$ cat src/sdct_pkg.sv
`default_nettype none
package sdct_pkg;
  localparam int unsigned CLK_PERIOD_PS = 10000;
  localparam int unsigned T_RP_PS       = 24000;
  localparam int unsigned T_WR_PS       = 16000;
  localparam int unsigned T_RCD_MIN_PS  = 16000;
  localparam int unsigned T_CAS2_PS     = 16000;
  localparam int unsigned T_CAS3_PS     = 24000;
  localparam int unsigned T_REFI_PS     = 7800000;
  localparam int unsigned T_RFC_PS      = 64000;
  localparam int unsigned T_CK_MIN_PS   = 7900;
  localparam int unsigned T_CK_MAX_PS   = 8100;
  localparam int unsigned RP_CYC   = (T_RP_PS + CLK_PERIOD_PS - 1) / CLK_PERIOD_PS;
  localparam int unsigned WR_CYC   = (T_WR_PS + CLK_PERIOD_PS - 1) / CLK_PERIOD_PS;
  localparam int unsigned RFC_CYC  = (T_RFC_PS + CLK_PERIOD_PS - 1) / CLK_PERIOD_PS;
  localparam int unsigned REFI_CYC = T_REFI_PS / CLK_PERIOD_PS;
  localparam int unsigned CL2_CYC  = (T_CAS2_PS + CLK_PERIOD_PS - 1) / CLK_PERIOD_PS;
  localparam int unsigned CL3_CYC  = (T_CAS3_PS + CLK_PERIOD_PS - 1) / CLK_PERIOD_PS;
  localparam int unsigned RCD_MIN_CYC = (T_RCD_MIN_PS + CLK_PERIOD_PS - 1) / CLK_PERIOD_PS;
  localparam int unsigned CMD_W = 4;
  localparam logic [3:0] CMD_INHIBIT = 4'hF;
  localparam logic [3:0] CMD_NOP     = 4'h7;
  localparam logic [3:0] CMD_ACTIVE  = 4'h3;
  localparam logic [3:0] CMD_READ    = 4'h5;
  localparam logic [3:0] CMD_WRITE   = 4'h4;
  localparam logic [3:0] CMD_BST     = 4'h6;
  localparam logic [3:0] CMD_PRE     = 4'h2;
  localparam logic [3:0] CMD_REF     = 4'h1;
  localparam logic [3:0] CMD_LMR     = 4'h0;
  localparam int unsigned A10_POS    = 10;
  localparam int unsigned EMR_BA     = 2;
  typedef enum logic [3:0] {
    ST_INIT_PRE  = 4'h0,
    ST_INIT_MR   = 4'h1,
    ST_INIT_EMR  = 4'h2,
    ST_IDLE      = 4'h3,
    ST_ACT       = 4'h4,
    ST_RCD       = 4'h5,
    ST_COL       = 4'h6,
    ST_WAIT_DATA = 4'h7,
    ST_RECOVER   = 4'h8,
    ST_PRE       = 4'h9,
    ST_REF       = 4'hA,
    ST_WAIT      = 4'hB
  } sdct_state_t;
endpackage
`default_nettype wire

$ cat src/sdct_ctrl.sv
`default_nettype none
module sdct_ctrl #(
  parameter int unsigned ROW_W    = 13,
  parameter int unsigned COL_W    = 9,
  parameter int unsigned DATA_W   = 16,
  parameter int unsigned REFI_CYC = sdct_pkg::REFI_CYC
) (
  input  wire logic                    clk_in,          // system clock
  input  wire logic                    rst_n_in,        // sync reset
  input  wire logic                    req_valid_in,    // access request
  output logic                         req_ready_out,   // request taken
  input  wire logic                    req_write_in,    // 1 write, 0 read
  input  wire logic [1:0]              req_bank_in,     // bank
  input  wire logic [ROW_W-1:0]        req_row_in,      // row
  input  wire logic [COL_W-1:0]        req_col_in,      // column
  input  wire logic [DATA_W-1:0]       req_wdata_in,    // write word
  input  wire logic [DATA_W/8-1:0]     req_mask_in,     // byte masks
  input  wire logic [1:0]              rcd_field_in,    // row-to-column field
  input  wire logic                    cas_latency_field_in, // 0 two, 1 three
  input  wire logic [ROW_W-1:0]        mode_opcode_in,  // mode opcode
  input  wire logic [ROW_W-1:0]        ext_opcode_in,   // extended opcode
  output logic                         rd_valid_out,    // read word
  input  wire logic                    rd_ready_in,     // consumer ready
  output logic [DATA_W-1:0]            rd_data_out,     // read data
  output logic                         init_done_out,   // init complete
  output logic                         forwarded_out_clock_out, // memory clock
  input  wire logic                    ret_clock_in,    // returned clock
  output logic                         mem_chip_select_n_out, // select
  output logic                         row_strobe_n_out, // row strobe
  output logic                         column_strobe_n_out, // column strobe
  output logic                         write_enable_n_out, // write enable
  output logic [DATA_W/8-1:0]          byte_lane_mask_out, // byte masks
  output logic [ROW_W+1:0]             addr_out,        // bank bits on top
  input  wire logic [DATA_W-1:0]       dq_in,           // data pins in
  output logic [DATA_W-1:0]            dq_out,          // data pins out
  output logic                         dq_oe_out        // drive data pins
);
  localparam int unsigned MW = DATA_W / 8;
  localparam int unsigned AW = ROW_W + 2;

  initial begin
    if (ROW_W < 11 || COL_W > 10 || COL_W < 1 || (DATA_W % 8) != 0 || REFI_CYC < 64) begin
      $error("sdct_ctrl: unsupported parameters");
    end
  end

  sdct_pkg::sdct_state_t st_q;
  logic [15:0]           wait_q;
  sdct_pkg::sdct_state_t after_q;
  logic [3:0]            cmd_q;
  logic [AW-1:0]         addr_q;
  logic [MW-1:0]         mask_q;
  logic [DATA_W-1:0]     dq_q;
  logic                  dq_oe_q;
  logic                  is_wr_q;
  logic [1:0]            bank_q;
  logic [COL_W-1:0]      col_q;
  logic [DATA_W-1:0]     wdata_q;
  logic [MW-1:0]         wmask_q;
  logic [15:0]           refi_q;
  logic                  ref_due_q;
  logic                  init_q;
  logic                  fclk_q;
  logic                  take;
  logic [15:0]           rcd_cyc;
  logic [3:0]            rd_pipe_q;
  logic [1:0]            rclk_sync_q;
  logic                  rclk_prev_q;
  logic [DATA_W-1:0]     dq_s1_q;
  logic [DATA_W-1:0]     dq_s2_q;
  logic                  cap_valid_q;
  logic [DATA_W-1:0]     cap_data_q;
  logic                  buf_ready;

  // memory clock: one flip at every rising edge, half the system rate
  always_ff @(posedge clk_in) begin
    if (!rst_n_in) begin
      fclk_q <= 1'b0;
    end else begin
      fclk_q <= ~fclk_q;
    end
  end
  assign forwarded_out_clock_out = fclk_q;

  // returned clock and data pass two flops before use
  always_ff @(posedge clk_in) begin
    if (!rst_n_in) begin
      rclk_sync_q <= 2'h0;
      rclk_prev_q <= 1'b0;
      dq_s1_q     <= '0;
      dq_s2_q     <= '0;
    end else begin
      rclk_sync_q <= {rclk_sync_q[0], ret_clock_in};
      rclk_prev_q <= rclk_sync_q[1];
      dq_s1_q     <= dq_in;
      dq_s2_q     <= dq_s1_q;
    end
  end

  // write takes the field plus one extra cycle
  assign rcd_cyc = 16'(sdct_pkg::RCD_MIN_CYC) + {14'h0, rcd_field_in}
                 + {15'h0, req_write_in};

  assign take = (st_q == sdct_pkg::ST_IDLE) && req_valid_in && !ref_due_q && buf_ready;
  assign req_ready_out = take;

  // refresh interval; a pending refresh beats new requests
  always_ff @(posedge clk_in) begin
    if (!rst_n_in) begin
      refi_q    <= 16'h0;
      ref_due_q <= 1'b0;
    end else begin
      if (!init_q || refi_q == 16'(REFI_CYC - 1)) begin
        refi_q <= 16'h0;
      end else begin
        refi_q <= refi_q + 16'h1;
      end
      if (init_q && refi_q == 16'(REFI_CYC - 1)) begin
        ref_due_q <= 1'b1;
      end else if (st_q == sdct_pkg::ST_REF) begin
        ref_due_q <= 1'b0;
      end
    end
  end

  // command sequencer
  // a wait count of n puts the next command n+2 cycles after this one,
  // so every load below is the cycle figure minus two; a larger load
  // would stretch row-to-column past its upper bound
  always_ff @(posedge clk_in) begin
    if (!rst_n_in) begin
      st_q    <= sdct_pkg::ST_INIT_PRE;
      after_q <= sdct_pkg::ST_IDLE;
      wait_q  <= 16'h0;
      cmd_q   <= sdct_pkg::CMD_INHIBIT;
      addr_q  <= '0;
      mask_q  <= '1;
      dq_q    <= '0;
      dq_oe_q <= 1'b0;
      is_wr_q <= 1'b0;
      bank_q  <= 2'h0;
      col_q   <= '0;
      wdata_q <= '0;
      wmask_q <= '0;
      init_q  <= 1'b0;
    end else begin
      cmd_q   <= sdct_pkg::CMD_NOP;
      dq_oe_q <= 1'b0;
      mask_q  <= '1;
      case (st_q)
        sdct_pkg::ST_INIT_PRE: begin
          cmd_q  <= sdct_pkg::CMD_PRE;
          addr_q <= AW'(1) << sdct_pkg::A10_POS;
          wait_q <= 16'(sdct_pkg::RP_CYC - 2);
          after_q <= sdct_pkg::ST_INIT_MR;
          st_q   <= sdct_pkg::ST_WAIT;
        end
        sdct_pkg::ST_INIT_MR: begin
          cmd_q  <= sdct_pkg::CMD_LMR;
          addr_q <= {2'h0, mode_opcode_in};
          wait_q <= 16'h0;
          after_q <= sdct_pkg::ST_INIT_EMR;
          st_q   <= sdct_pkg::ST_WAIT;
        end
        sdct_pkg::ST_INIT_EMR: begin
          cmd_q  <= sdct_pkg::CMD_LMR;
          addr_q <= {2'(sdct_pkg::EMR_BA), ext_opcode_in};
          wait_q <= 16'h0;
          after_q <= sdct_pkg::ST_IDLE;
          init_q <= 1'b1;
          st_q   <= sdct_pkg::ST_WAIT;
        end
        sdct_pkg::ST_IDLE: begin
          if (ref_due_q) begin
            st_q <= sdct_pkg::ST_REF;
          end else if (take) begin
            cmd_q   <= sdct_pkg::CMD_ACTIVE;
            addr_q  <= {req_bank_in, req_row_in};
            is_wr_q <= req_write_in;
            bank_q  <= req_bank_in;
            col_q   <= req_col_in;
            wdata_q <= req_wdata_in;
            wmask_q <= req_mask_in;
            wait_q  <= rcd_cyc - 16'h2;
            after_q <= sdct_pkg::ST_COL;
            st_q    <= sdct_pkg::ST_WAIT;
          end
        end
        sdct_pkg::ST_COL: begin
          addr_q <= {bank_q, ROW_W'(col_q)};
          if (is_wr_q) begin
            cmd_q   <= sdct_pkg::CMD_WRITE;
            mask_q  <= wmask_q;
            dq_q    <= wdata_q;
            dq_oe_q <= 1'b1;
            wait_q  <= 16'(sdct_pkg::WR_CYC - 2);
          end else begin
            cmd_q  <= sdct_pkg::CMD_READ;
            mask_q <= '0;
            wait_q <= 16'(sdct_pkg::WR_CYC - 2);
          end
          after_q <= sdct_pkg::ST_PRE;
          st_q    <= sdct_pkg::ST_WAIT;
        end
        sdct_pkg::ST_PRE: begin
          if (is_wr_q || cap_valid_q || rd_pipe_q == 4'h0) begin
            cmd_q  <= sdct_pkg::CMD_PRE;
            addr_q <= {bank_q, ROW_W'(0)};
            wait_q <= 16'(sdct_pkg::RP_CYC - 2);
            after_q <= sdct_pkg::ST_IDLE;
            st_q   <= sdct_pkg::ST_WAIT;
          end
        end
        sdct_pkg::ST_REF: begin
          cmd_q  <= sdct_pkg::CMD_REF;
          wait_q <= 16'(sdct_pkg::RFC_CYC - 2);
          after_q <= sdct_pkg::ST_IDLE;
          st_q   <= sdct_pkg::ST_WAIT;
        end
        sdct_pkg::ST_WAIT: begin
          if (wait_q == 16'h0) begin
            st_q <= after_q;
          end else begin
            wait_q <= wait_q - 16'h1;
          end
        end
        default: begin
          st_q <= sdct_pkg::ST_INIT_PRE;
        end
      endcase
    end
  end

  // read capture: launch cycle, CAS latency and two sync stages, then a returned-clock rise
  // the memory only sees the command one edge after it leaves the pins
  always_ff @(posedge clk_in) begin
    if (!rst_n_in) begin
      rd_pipe_q   <= 4'h0;
      cap_valid_q <= 1'b0;
      cap_data_q  <= '0;
    end else begin
      cap_valid_q <= 1'b0;
      if (st_q == sdct_pkg::ST_COL && !is_wr_q) begin
        rd_pipe_q <= 4'(cas_latency_field_in ? sdct_pkg::CL3_CYC : sdct_pkg::CL2_CYC)
                   + 4'h3;
      end else if (rd_pipe_q > 4'h1) begin
        rd_pipe_q <= rd_pipe_q - 4'h1;
      end else if (rd_pipe_q == 4'h1 && rclk_sync_q[1] && !rclk_prev_q) begin
        rd_pipe_q   <= 4'h0;
        cap_valid_q <= 1'b1;
        cap_data_q  <= dq_s2_q;
      end
    end
  end

  // only one read outstanding, so a request waits for buffer room
  sdct_skid #(
    .WIDTH (DATA_W)
  ) u_skid (
    .clk_in      (clk_in),
    .rst_n_in    (rst_n_in),
    .s_valid_in  (cap_valid_q),
    .s_ready_out (buf_ready),
    .s_data_in   (cap_data_q),
    .m_valid_out (rd_valid_out),
    .m_ready_in  (rd_ready_in),
    .m_data_out  (rd_data_out)
  );

  assign mem_chip_select_n_out = cmd_q[3];
  assign row_strobe_n_out      = cmd_q[2];
  assign column_strobe_n_out   = cmd_q[1];
  assign write_enable_n_out    = cmd_q[0];
  assign byte_lane_mask_out    = mask_q;
  assign addr_out              = addr_q;
  assign dq_out                = dq_q;
  assign dq_oe_out             = dq_oe_q;
  assign init_done_out         = init_q;
endmodule
`default_nettype wire

$ cat src/sdct_skid.sv
`default_nettype none
// two-entry buffer: a receiver stall never drops a captured word
module sdct_skid #(
  parameter int unsigned WIDTH = 16
) (
  input  wire logic             clk_in,    // system clock
  input  wire logic             rst_n_in,  // sync reset
  input  wire logic             s_valid_in, // word offered
  output logic                  s_ready_out, // room available
  input  wire logic [WIDTH-1:0] s_data_in, // word
  output logic                  m_valid_out, // word held
  input  wire logic             m_ready_in, // receiver takes
  output logic      [WIDTH-1:0] m_data_out // oldest word
);
  logic [WIDTH-1:0] mem_q [2];
  logic             wp_q;
  logic             rp_q;
  logic [1:0]       cnt_q;
  logic             push;
  logic             pop;

  assign s_ready_out = (cnt_q != 2'h2);
  assign m_valid_out = (cnt_q != 2'h0);
  assign m_data_out  = mem_q[rp_q];
  assign push = s_valid_in && s_ready_out;
  assign pop  = m_valid_out && m_ready_in;

  always_ff @(posedge clk_in) begin
    if (push) begin
      mem_q[wp_q] <= s_data_in;
    end
  end

  always_ff @(posedge clk_in) begin
    if (!rst_n_in) begin
      wp_q  <= 1'b0;
      rp_q  <= 1'b0;
      cnt_q <= 2'h0;
    end else begin
      if (push) begin
        wp_q <= ~wp_q;
      end
      if (pop) begin
        rp_q <= ~rp_q;
      end
      cnt_q <= cnt_q + {1'b0, push} - {1'b0, pop};
    end
  end
endmodule
`default_nettype wire

$ cat config.mk
export PLATFORM = sky130hd
export DESIGN_NAME = sdct_ctrl
export DESIGN_NICKNAME = d
export VERILOG_FILES = /design/src/sdct_pkg.sv /design/src/sdct_ctrl.sv /design/src/sdct_skid.sv
export SDC_FILE = /design/constraint.sdc
export NUM_CORES = 1
export LEC_CHECK = 0
export CAP_MARGIN = 20
export CORE_MARGIN = 5
export CORE_UTILIZATION = 57
export DETAILED_ROUTE_END_ITERATION = 8
export DONT_BUFFER_PORTS = 1
export PLACE_DENSITY = 0.8
export SYNTH_ARGS = -nofsm -noshare
export SYNTH_HDL_FRONTEND = slang
export SYNTH_SLANG_ARGS = --single-unit
$ cat constraint.sdc
create_clock -name clk_in -period 2.2 [get_ports clk_in]
set_clock_uncertainty 0.1 [all_clocks]
set_input_delay 0.22 -clock clk_in [delete_from_list [all_inputs] [get_ports clk_in]]
set_output_delay 0.22 -clock clk_in [all_outputs]
set_load 0.02 [all_outputs]
# Yosys cells after proc, flatten, opt, wreduce, memory -nomap -nowiden
# Memory sizes are Yosys's and may differ from the RTL's. A register that Yosys moved wholly into a read port is not among the register bits.
# Index checks and enable logic that the tools add are counted.
# op_classes
n_addsub,9
order_cmp,1
eq_ne,16
muxes,36
n_bitwise,7
reduce_logical,39
# op_table
op,count
$pmux 16 s6,1
$pmux 15 s6,1
$mux 16,4
$mux 15,3
$mux 4,10
$pmux 4 s6,1
$pmux 3 s6,1
$reduce_bool 6->1,3
$add 16x1->16 const B,1
$eq 16x10->1 const B,1
$logic_not 16->1,1
$pmux 4 s4,1
$sub 16x1->16 const B,1
$eq 4x4->1 const B,3
$ne 2x2->1 const B,6
$mux 1,10
$logic_and 1x1->1,9
$mux 3,3
$reduce_and 3->1,3
$eq 4x1->1 const B,2
$eq 4x2->1 const B,2
$logic_not 4->1,2
$reduce_and 4->1,2
$not 1->1,7
20 further kinds,30
# totals
reg_bits,171
ram_bits,32
inputBits,93
output_inout_bits,58
word_cells,136
n_memories,1
# memory_table
name,words,width,read_ports,rd_ports_with_merged_regs,wr,line_no,rtl
u_skid.mem_q,2,16,1,1,1,sdct_skid.sv:15,logic [WIDTH-1:0] mem_q [2];

# Depth between registers and ports, before layout
# Gate-level depths: netlist of run 1.
# depth
word_depth,7
depth_mapped,9
mapped_depth_nobuf,7

# Cells and area by module
# Synthesis of run 1 repeated with hierarchy kept, for this count alone.
# hier_totals
hier_cells,809
hier_area_um2,7956.4
# modules_own_cells
module,n_inst,cells_each,area_per_inst_um2,seq_area_each_um2
sdct_ctrl,1,735,6511.2,3343.2
sdct_skid,1,74,1445.1,1061.0

# Worst setup path before layout of run 1
# No wires, ideal clock.
# synth_path
kind,register to register
start,reg wait_q[0]
end,reg wait_q[9]
arrival_ps,2122
slack_ps,-93
path_stages_with_launch,6
n_path_buf,0
period_less_slack_ps,2293
path_cell_list,dfxtp_1 -> or4_4 -> or4_4 -> or3_1 -> or4_1 -> a21oi_1
# synth_between
elab_chain_cells,3
# synth_lines
item,line_no,rtl
"start, declared",sdct_ctrl.sv:48,logic [15:0] wait_q;
"start signal, assigned",sdct_ctrl.sv:154,wait_q <= 16'(sdct_pkg::RP_CYC - 2);
"start signal, assigned",sdct_ctrl.sv:184,wait_q <= rcd_cyc - 16'h2;
"start signal, assigned",sdct_ctrl.sv:196,wait_q <= 16'(sdct_pkg::WR_CYC - 2);
$sub 16x1->16 or $logic_not 16->1 (tied branches),"sdct_ctrl.sv:224, sdct_ctrl.sv:221",
$mux 16 or $ne 2x2->1 (tied branches),--,
$pmux 16 s6 or $reduce_and 5->1 (tied branches),--,
# Parallel ways exist; a longest one is shown, timed or not. The select of a mux whose other input is x is not followed.
# A chain may end at the register's enable or synchronous reset.

# Worst setup path after layout of run 1
# Ends and elaborated chain as after synthesis.

==> results_dict.tcl, run 1 <==
set metrics [dict create \
    internal-power_mw 7.92 \
    drive_gt1_frac 0.166 \
    drv_cap 0 \
    finalWorstSetupSlack_ns -0.153 \
    critPathCaptureType "flip-flop" \
    setup_viol 14 \
    hp-class "input port to flip-flop" \
    wl_per_cell_microns 19.8 \
    ir_worst_vdd_v 0.000748 \
    violations "negative setup slack" \
    synth_top_area_frac 0.438 \
    async_flop_share 0 \
    drt-initial-drc-count 751 \
    critPathKind "flip-flop to flip-flop" \
    cts_tree "done" \
    max_freq_ghz 0.425 \
    ys.flop_type "dfxtp_1" \
    max-slew-margin-rel 0.457 \
    grt_pass1_wl_microns 34000 \
    synth_top_area_cell "dfxtp_1" \
    regToRegEndpoint "wait_q[9]" \
    die-area_sq_um 16200 \
    clkPwrFrac 0.317 \
    critical_path.startpoint_type "flip-flop" \
    rr_startpoint "wait_q[0]" \
    final_core_util 0.746 \
    crit_top_cell "or4_4" \
    r2r_slack_ns -0.15 \
    gp_congestion 0.903 \
    period_share 1.07 \
    grt.overflow.total 0 \
    setup_tns_ns -1.18 \
    max_stage_delay_ns 0.54 \
    yosysUniqueCellTypes 54 \
    yosys_warnings 0 \
    hold_path_depth 4 \
    cp_slowest_cell "or4_4" \
    holdWs_ns 0.0170 \
    synthToLayoutAreaGrowth_pct 30.1 \
    path_clk_slew_ns 0.06 \
    cp-startpoint "wait_q[0]" \
    ys_ff_latch 204 \
    rsz0062_at_grt "yes" \
    r2r_cells 5 \
    avgSynthCellArea_sq_um 9.47 \
    initial_core_util 0.573 \
    syn_inst 830 \
    p_sw_mw 3.60 \
    die_y_microns 127 \
    synth_edf_count 32 \
    cts-buffers-inserted 21 \
    wl_microns 22800 \
    seq_area_frac_synth 0.560 \
    clk_latency_ns 0.49 \
    combPwrFrac 0.286 \
    crit_fanout 3 \
    yosys-top-cells-area "dfxtp_1, edfxtp_1, nand2_1, a21oi_1, and2_1" \
    p_seq_frac 0.397 \
    worstPathRequired_ns 2.53 \
    via_count 7066 \
    hold_end "addr_out[10]" \
    synth_common_cells "dfxtp_1, nand2_1, a21oi_1, nor2_1, clkbuf_1" \
    cts_buffer_depth 3 \
    period_minus_slack_ns 2.35 \
    antenna_found_initial 1 \
    clock_sinks 204 \
    nets 1059 \
    finalHoldViolCount 0 \
    dp_hpwl_microns 12400 \
    io_buffers 0 \
    drt-vias-per-instance 6.13 \
    htreeDepth 1 \
    drc_errors 0 \
    yosysMostFrequentCell "dfxtp_1" \
    crit_arrival_ns 2.68 \
    mappedNetlistArea_sq_um 7860 \
    cts_root_buf "clkbuf_16" \
    grt_max_degree 48 \
    p_leak_nw 3.79 \
    outcome "finished with violations" \
    power_density_nw_per_um2 1130 \
    path_cells "or4_4, or4_4, or3_4, or4_4, a21oi_2" \
    swShare 0.313 \
    worstMarginPinSlew_ns 0.814 \
    postRouteAntennaNets 0 \
    synth_fp_nets 932 \
    gr-usage-all-layers 0.253 \
    coreArea_sq_um 13700 \
    min_from "mode_opcode_in[10]" \
    drv_slew 0 \
    die_w_microns 127 \
    io_pins 151 \
    rows 43 \
    first_global_vias 7005 \
    pre_cts_ws_ns -0.153 \
    dr.pass1.iters 5 \
]
[timing repair]
action,in CTS,in global routing
resized for setup,12,33
setup buffers,1,11
gates cloned,0,1
hold endpoints to repair,106,0
endpoints found under the setup margin,6,45
pin swaps,4,7
hold buffers,90,0
[power by group through the flow]
| stage | Clock (mW) | Sequential (mW) | Combinational, mW |
|---|---|---|---|
| after floorplan | 0 | 4.49 | 1.81 |
| after global placement | 0 | 4.57 | 2.37 |
| after detailed placement | 0 | 4.59 | 2.49 |
| after CTS | 3.67 | 4.51 | 2.79 |
| after global routing | 3.87 | 4.61 | 3.53 |
| final | 3.65 | 4.57 | 3.29 |
[through the flow]
| step | power [mW] | instance area (sq um) | cells |
|---|---|---|---|
| after CTS | 11.0 | 9990 | 1139 |
| after global placement | 6.93 | 8310 | 1011 |
| final | 11.5 | 10200 | 1152 |
| after detailed placement | 7.09 | 8310 | 1011 |
| after floorplan | 6.30 | 7860 | 830 |
| after global routing | 12.0 | 10200 | 1152 |
[layout by cell type, fill, tap and decap left out, drive strengths merged, types with 7 or more instances in the layout]
| cell | count |
|---|---|
| a21oi | 86 |
| a22oi | 23 |
| a311oi | 13 |
| and2 | 39 |
| and3 | 7 |
| buf | 67 |
| clkbuf | 28 |
| dfxtp | 172 |
| dlygate4sd3 | 89 |
| edfxtp | 32 |
| ha | 9 |
| inv | 19 |
| mux2 | 16 |
| nand2 | 153 |
| nand3 | 14 |
| nand4 | 7 |
| nor2 | 64 |
| nor3 | 12 |
| o21ai | 8 |
| o31ai | 10 |
| o41ai | 7 |
| or4 | 12 |
| xnor2 | 12 |
| xor2 | 8 |
[final cells by class]
class / instances / area, sq um
flip-flops and latches: 204 / 4410
fillers: 894 / 3490
multi-input cells: 555 / 3320
repair buffers: 157 / 1480
clock buffers: 28 / 592
well taps: 180 / 225
clock inverters: 9 / 125
inverters: 18 / 72.6
diodes: 1 / 2.50
[how the worst max path moves through the flow]
stage                       to  slack (ns)  cells after the start
floorplan            wait_q[9]       -0.09                      5
global placement     wait_q[9]       -0.07                      5
CTS                  wait_q[9]       -0.15                      5
global route        wait_q[14]       -0.36                      6
finish               wait_q[9]       -0.15                      5
detailed placement   wait_q[9]       -0.15                      5
[routing by layer]
metal / track usage / share of wire
met1: 0.284 / 0.36
met2: 0.447 / 0.50
met3: 0.0518 / 0.078
met4: 0.141 / 0.064
met5: 0 / 0
[kinds of logic after synthesis]
family,after synthesis,synth area share
xor gates and xnor gates,20,0.0223
muxes,17,0.0242
AOI/OAI and AO/OA,175,0.144
DFF,204,0.560
and+or+nand+nor,334,0.201
buffers and inverters,71,0.0342
adders and majority gates,9,0.0143
[sequential cells by signal, indices dropped and copies added, names as in the netlist, 9 cells and up, named ones only]
register,cells
dq_s1_q,16
dq_s2_q,16
wait_q,16
wdata_q,16
refi_q,16
col_q,9
dq_out,16
addr_out,15
u_skid.mem_q,32
cap_data_q,16
[critical path, delay by kind of cell (launching register included)]
family             cells  cell delay, ns
and+or+nand+nor        4            1.75
DFF                    1            0.32
AOI/OAI and AO/OA      1            0.13
Power figures use the tool's default switching activity.
==> inputs of run 2 (changes only) <==
--- a/config.mk
+++ b/config.mk
@@ -7,10 +7,11 @@
 export LEC_CHECK = 0
 export CAP_MARGIN = 20
 export CORE_MARGIN = 5
-export CORE_UTILIZATION = 57
+export CORE_UTILIZATION = 40
 export DETAILED_ROUTE_END_ITERATION = 8
 export DONT_BUFFER_PORTS = 1
-export PLACE_DENSITY = 0.8
+export PLACE_DENSITY = 0.61
 export SYNTH_ARGS = -nofsm -noshare
 export SYNTH_HDL_FRONTEND = slang
+export SYNTH_HIERARCHICAL = 1
 export SYNTH_SLANG_ARGS = --single-unit
==> results_dict.tcl, run 2 <==
set metrics [dict create \
    outcome "finished with violations" \
    violations "negative hold slack, negative setup slack" \
    wl_per_cell_microns 16.6 \
    crit_fanout 5 \
    clock_sinks 204 \
    gr-usage-all-layers 0.174 \
    drive_gt1_frac 0.179 \
    r2r_cells 5 \
    r2r_slack_ns -0.004 \
    cts_buffer_depth 3 \
    largest_reg_flops 32 \
    drt-vias-per-instance 5.16 \
    synth_top_area_frac 0.433 \
    drv_slew 0 \
    synthXorXnorAreaFrac 0.0209 \
    dr.pass1.iters 4 \
    period_minus_slack_ns 2.20 \
    synthAdderAreaFrac 0.0142 \
    grt_pass1_wl_microns 31700 \
    critical_path.startpoint_type "flip-flop" \
    min_from "rst_n_in" \
    synthToLayoutAreaGrowth_pct 32.4 \
    ir_worst_vdd_v 0.000530 \
    hp-class "input port to flip-flop" \
    rows 51 \
    final_common_cell "dfxtp_1" \
    first_global_vias 6214 \
    rr_startpoint "wait_q[6]" \
    muxShareOfSynthArea 0.0513 \
    cts_tree "done" \
    die-area_sq_um 22800 \
    synth_fp_nets 911 \
    mappedNetlistArea_sq_um 7960 \
    wl_met1_microns 8530 \
    finalWorstSetupSlack_ns -0.00440 \
    synth_top_area_cell "dfxtp_1" \
    die_w_microns 151 \
    ys.flop_type "dfxtp_1" \
    antenna_found_initial 1 \
    dp_hpwl_microns 12900 \
    yosysMostFrequentCell "dfxtp_1" \
    postRouteAntennaNets 0 \
    nets 1051 \
    coreArea_sq_um 19500 \
    max_freq_ghz 0.454 \
    drv_cap 0 \
    seq_area_frac_synth 0.554 \
    cts_root_buf "clkbuf_16" \
    io_pins 151 \
    htreeDepth 1 \
    avgSynthCellArea_sq_um 9.83 \
    rsz0062_at_grt "yes" \
    synth-compound-area-share 0.125 \
    path_clk_slew_ns 0.06 \
    wl_microns 20500 \
    synth_edf_count 32 \
    yosys.area_share.simple 0.200 \
    critPathKind "flip-flop to flip-flop" \
    async_flop_share 0 \
    max-slew-margin-rel 0.595 \
    power_density_nw_per_um2 981 \
    syn_inst 809 \
    period_share 1.00 \
    largest-register "u_skid/mem_q" \
    drt-initial-drc-count 327 \
    cts-buffers-inserted 22 \
    finalHoldViolCount 1 \
    clk_latency_ns 0.49 \
    yosys_warnings 6 \
    die_y_microns 151 \
    yosysUniqueCellTypes 64 \
    critPathCaptureType "flip-flop" \
    layout_common_cells "dfxtp_1, nand2_1, dlygate4sd3_1" \
    initial_core_util 0.407 \
    gp_congestion 0.808 \
    wl_met3_microns 1730 \
    worstPathRequired_ns 2.53 \
    hold_end "refi_q[1]" \
    via_count 6353 \
    ys_ff_latch 204 \
    p_leak_nw 3.91 \
    setup_viol 1 \
    synth_common_cells "dfxtp_1, nand2_1, a21oi_1, nor2_1, clkbuf_1" \
    yosys-top-cells-area "dfxtp_1, edfxtp_1, nand2_1, a21oi_1, nor2_1" \
    worstMarginPinSlew_ns 0.602 \
    crit_arrival_ns 2.53 \
    hold_path_depth 3 \
    drc_errors 0 \
    io_buffers 0 \
    grt.overflow.total 0 \
    dr_wl_met2_microns 9690 \
    routed.top_layer "met4" \
    regToRegEndpoint "wait_q[13]" \
    design_area_sq_um 10500 \
    grt_max_degree 55 \
    holdWs_ns -0.000940 \
    synth_top_family_by_area "simple AND/OR/NAND/NOR gates" \
    placed_area_sq_um 8590 \
]
[run 2: final cells by class]
cell class / instances / area, sq um
diodes: 1 / 2.50
clock buffers: 32 / 681
clock inverters: 8 / 52.6
fillers: 1688 / 8990
inverters: 16 / 61.3
multi-input cells: 539 / 3380
flip-flops and latches: 204 / 4420
well taps: 265 / 332
repair buffers: 166 / 1610
[run 2: cell families (layout without fill, tap and decap cells)]
logic type      count (synthesis)  count (layout)
simple gates                  322             322
flops                         204             204
compound gates                154             154
buf+inv                        66             222
mux                            35              35
xor+xnor                       19              19
fa+ha+maj                       9               9
other cells                     0               1
[run 2: worst max path at each step]
stage	slack (ns)	cells past startpoint	from	endpoint
after floorplan	0.03	5	wait_q[6]	wait_q[13]
after global placement	-0.04	8	rd_pipe_q[0]	wait_q[7]
after detailed placement	-0.1	8	rd_pipe_q[1]	wait_q[14]
after CTS	-0.02	6	st_q[1]	req_ready_out
after global routing	-0.08	5	wait_q[6]	wait_q[13]
final	-0.004	5	wait_q[6]	wait_q[13]
[run 2: where the power goes]
group / leakage, nW / switching [mW] / internal, mW / total (mW)
Combinational: 1.85 / 1.14 / 1.23 / 2.37
Clock: 0.360 / 1.46 / 2.16 / 3.62
Sequential: 1.70 / 0.299 / 4.04 / 4.34
Total: 3.91 / 2.91 / 7.43 / 10.3
[run 2: what timing repair did]
item	CTS	global route
endpoints found under the hold margin	115	0
gates cloned	1	2
endpoints found under the setup margin	31	24
resized for setup	10	24
hold buffers	89	0
buffers inserted	1	12
pin swaps	1	10
[run 2: critical path: stages (launching register included)]
cell and delay [ns]:
dfxtp_2 0.34, or4_4 0.55, or3_4 0.34, or4_4 0.50
nor3_4 0.13, mux2i_1 0.18
[run 2: layer usage]
metal  GRT usage  vias to the layer above
met5           0                        -
met4      0.0521                        0
met1       0.212                     2962
met3      0.0572                       42
li1            -                     3123
met2       0.292                      226
[run 2: through the flow]
| step | instances | total power [mW] | setup TNS (ns) | util | worst slack, ns |
|---|---|---|---|---|---|
| floorplan | 809 | 5.63 | 0 | - | 0.0286 |
| global placement | 1085 | 6.29 | -0.325 | 0.440 | -0.0359 |
| detailed placement | 1085 | 6.32 | -2.05 | 0.440 | -0.0972 |
| CTS | 1216 | 10.2 | -0.0376 | 0.528 | -0.0209 |
| global route | 1231 | 10.9 | -0.188 | 0.539 | -0.0826 |
| finish | 1231 | 10.3 | -0.00440 | 0.539 | -0.00440 |
==> inputs of run 3 (changes only) <==
--- a/config.mk
+++ b/config.mk
@@ -7,10 +7,10 @@
 export LEC_CHECK = 0
 export CAP_MARGIN = 20
 export CORE_MARGIN = 5
-export CORE_UTILIZATION = 40
+export CORE_UTILIZATION = 48
 export DETAILED_ROUTE_END_ITERATION = 8
 export DONT_BUFFER_PORTS = 1
-export PLACE_DENSITY = 0.61
+export PLACE_DENSITY = 0.7
 export SYNTH_ARGS = -nofsm -noshare
 export SYNTH_HDL_FRONTEND = slang
 export SYNTH_HIERARCHICAL = 1
==> constraint.sdc (replaced) <==
create_clock -name clk_in -period 2 [get_ports clk_in]
set_clock_uncertainty 0.1 [all_clocks]
set_input_delay 0.2 -clock clk_in [delete_from_list [all_inputs] [get_ports clk_in]]
set_output_delay 0.2 -clock clk_in [all_outputs]
set_load 0.02 [all_outputs]
==> results_dict.tcl, run 3 (same netlist as run 2, synthesis figures left out) <==
set metrics [dict create \
    postRouteAntennaNets 0 \
    coreArea_sq_um 16400 \
    worstPathRequired_ns 2.32 \
    initial_core_util 0.485 \
    dp_hpwl_microns 12500 \
    layout_common_cells "dfxtp_1, nand2_1, dlygate4sd3_1" \
    via_count 6685 \
    cts_buffer_depth 3 \
    io_buffers 0 \
    crit_fanout 2 \
    clk_latency_ns 0.49 \
    holdWs_ns -0.00561 \
    period_minus_slack_ns 2.22 \
    seq_area_sq_um 4420 \
    die_w_microns 139 \
    placed_area_sq_um 8750 \
    max-slew-margin-rel 0.678 \
    largest-register "u_skid/mem_q" \
    outcome "finished with violations" \
    rsz0062_at_grt "yes" \
    dr.pass1.iters 5 \
    critPathCaptureType "flip-flop" \
    wl_per_cell_microns 17.9 \
    die-area_sq_um 19300 \
    path_cells "or4_4, buf_4, or4_4, or4_4, a21oi_2" \
    io_pins 151 \
    power_density_nw_per_um2 1080 \
    cp_slowest_cell "or4_4" \
    dpl.cell_count 1063 \
    gr-usage-all-layers 0.205 \
    fillers 1134 \
    synthToLayoutAreaGrowth_pct 40.6 \
    max_stage_delay_ns 0.53 \
    drc_errors 0 \
    htreeDepth 1 \
    max_freq_ghz 0.451 \
    path_clk_slew_ns 0.06 \
    worstMarginPinSlew_ns 0.483 \
    largest_reg_flops 32 \
    drt-initial-drc-count 345 \
    wl_microns 22000 \
    p_leak_nw 4.20 \
    cp_top_family "simple AND/OR/NAND/NOR gates" \
    drv_cap 0 \
    critical_path.startpoint_type "flip-flop" \
    drv_slew 0 \
    finalWorstSetupSlack_ns -0.216 \
    grt.overflow.total 0 \
    hp-class "input port to flip-flop" \
    final_common_cell "dfxtp_1" \
    finalHoldViolCount 1 \
    design_area_sq_um 11200 \
    layout.cells.non_filler 1226 \
    grt_pass1_wl_microns 33300 \
    drive_gt1_frac 0.264 \
    first_global_vias 6692 \
    antenna_found_initial 0 \
    drt-vias-per-instance 5.45 \
    rows 47 \
    antennaDiodeCount 0 \
    multi_input_area_sq_um 3710 \
    grt_max_degree 56 \
    critPathKind "flip-flop to flip-flop" \
    crit_arrival_ns 2.54 \
    crit_top_cell "or4_4" \
    ir_worst_vdd_v 0.000825 \
    violations "negative hold slack, negative setup slack" \
    die_y_microns 139 \
    cts-buffers-inserted 21 \
    cts_root_buf "clkbuf_16" \
    gp_congestion 0.892 \
    nets 1093 \
    clock_sinks 204 \
    cp_num_buf_inv 1 \
    period_share 1.11 \
    setup_viol 30 \
    cts_tree "done" \
]
[run 3: metal layers]
metal  track usage  wire length [microns]  vias up
met3        0.0538                   1600       60
li1              -                      -     3202
met1         0.246                   8630     3159
met2         0.361                  11000      264
met4        0.0675                    786        0
met5             0                      0        -
[run 3: final cells by class]
cell class | instances | area share
multi-input cells | 539 | 0.332
flip-flops and latches | 204 | 0.395
clock buffers | 25 | 0.0483
clock inverters | 13 | 0.00929
repair buffers | 209 | 0.186
inverters | 16 | 0.00559
well taps | 220 | 0.0246
[run 3: worst reg2reg max path: cells and delay by family (launching register included)]
family	cells	cell delay (ns)
flops	1	0.31
compound gates	1	0.14
simple gates	3	1.44
buf+inv	1	0.15
[run 3: path summary, 6_finish.rpt]
kind / start / to / slack [ns] / cells after the start
worst min register to register: dq_s1_q[13] / dq_s2_q[13] / 0.33 / 1
worst min-delay path: req_valid_in / st_q[3] / -0.006 / 4
worst max register to register: wait_q[7] / wait_q[11] / -0.22 / 5
worst max-delay path: wait_q[7] / wait_q[11] / -0.22 / 5
[run 3: repair_timing]
item | in CTS | in global routing
buffers inserted | 15 | 15
endpoints found under the hold margin | 131 | 0
pin swaps | 20 | 35
hold buffers | 90 | 0
gates cloned | 2 | 4
endpoints found under the setup margin | 33 | 39
resized for setup | 38 | 88
[run 3: where the power goes]
part           leakage [nW]  internal [mW]  switching [mW]
Clock                 0.314           2.08            1.59
Sequential             1.70           4.44           0.345
Combinational          2.18           1.95            1.65
[run 3: metrics by stage]
| stage | utilization | setup slack (ns) | total power [mW] | TNS, ns |
|---|---|---|---|---|
| after floorplan | - | -0.154 | 6.23 | -0.283 |
| after global placement | 0.533 | -0.136 | 7.10 | -2.92 |
| after detailed placement | 0.533 | -0.235 | 7.14 | -5.02 |
| after CTS | 0.648 | -0.192 | 11.3 | -1.35 |
| after global routing | 0.682 | -0.251 | 12.6 | -4.84 |
| final | 0.682 | -0.216 | 12.1 | -2.39 |
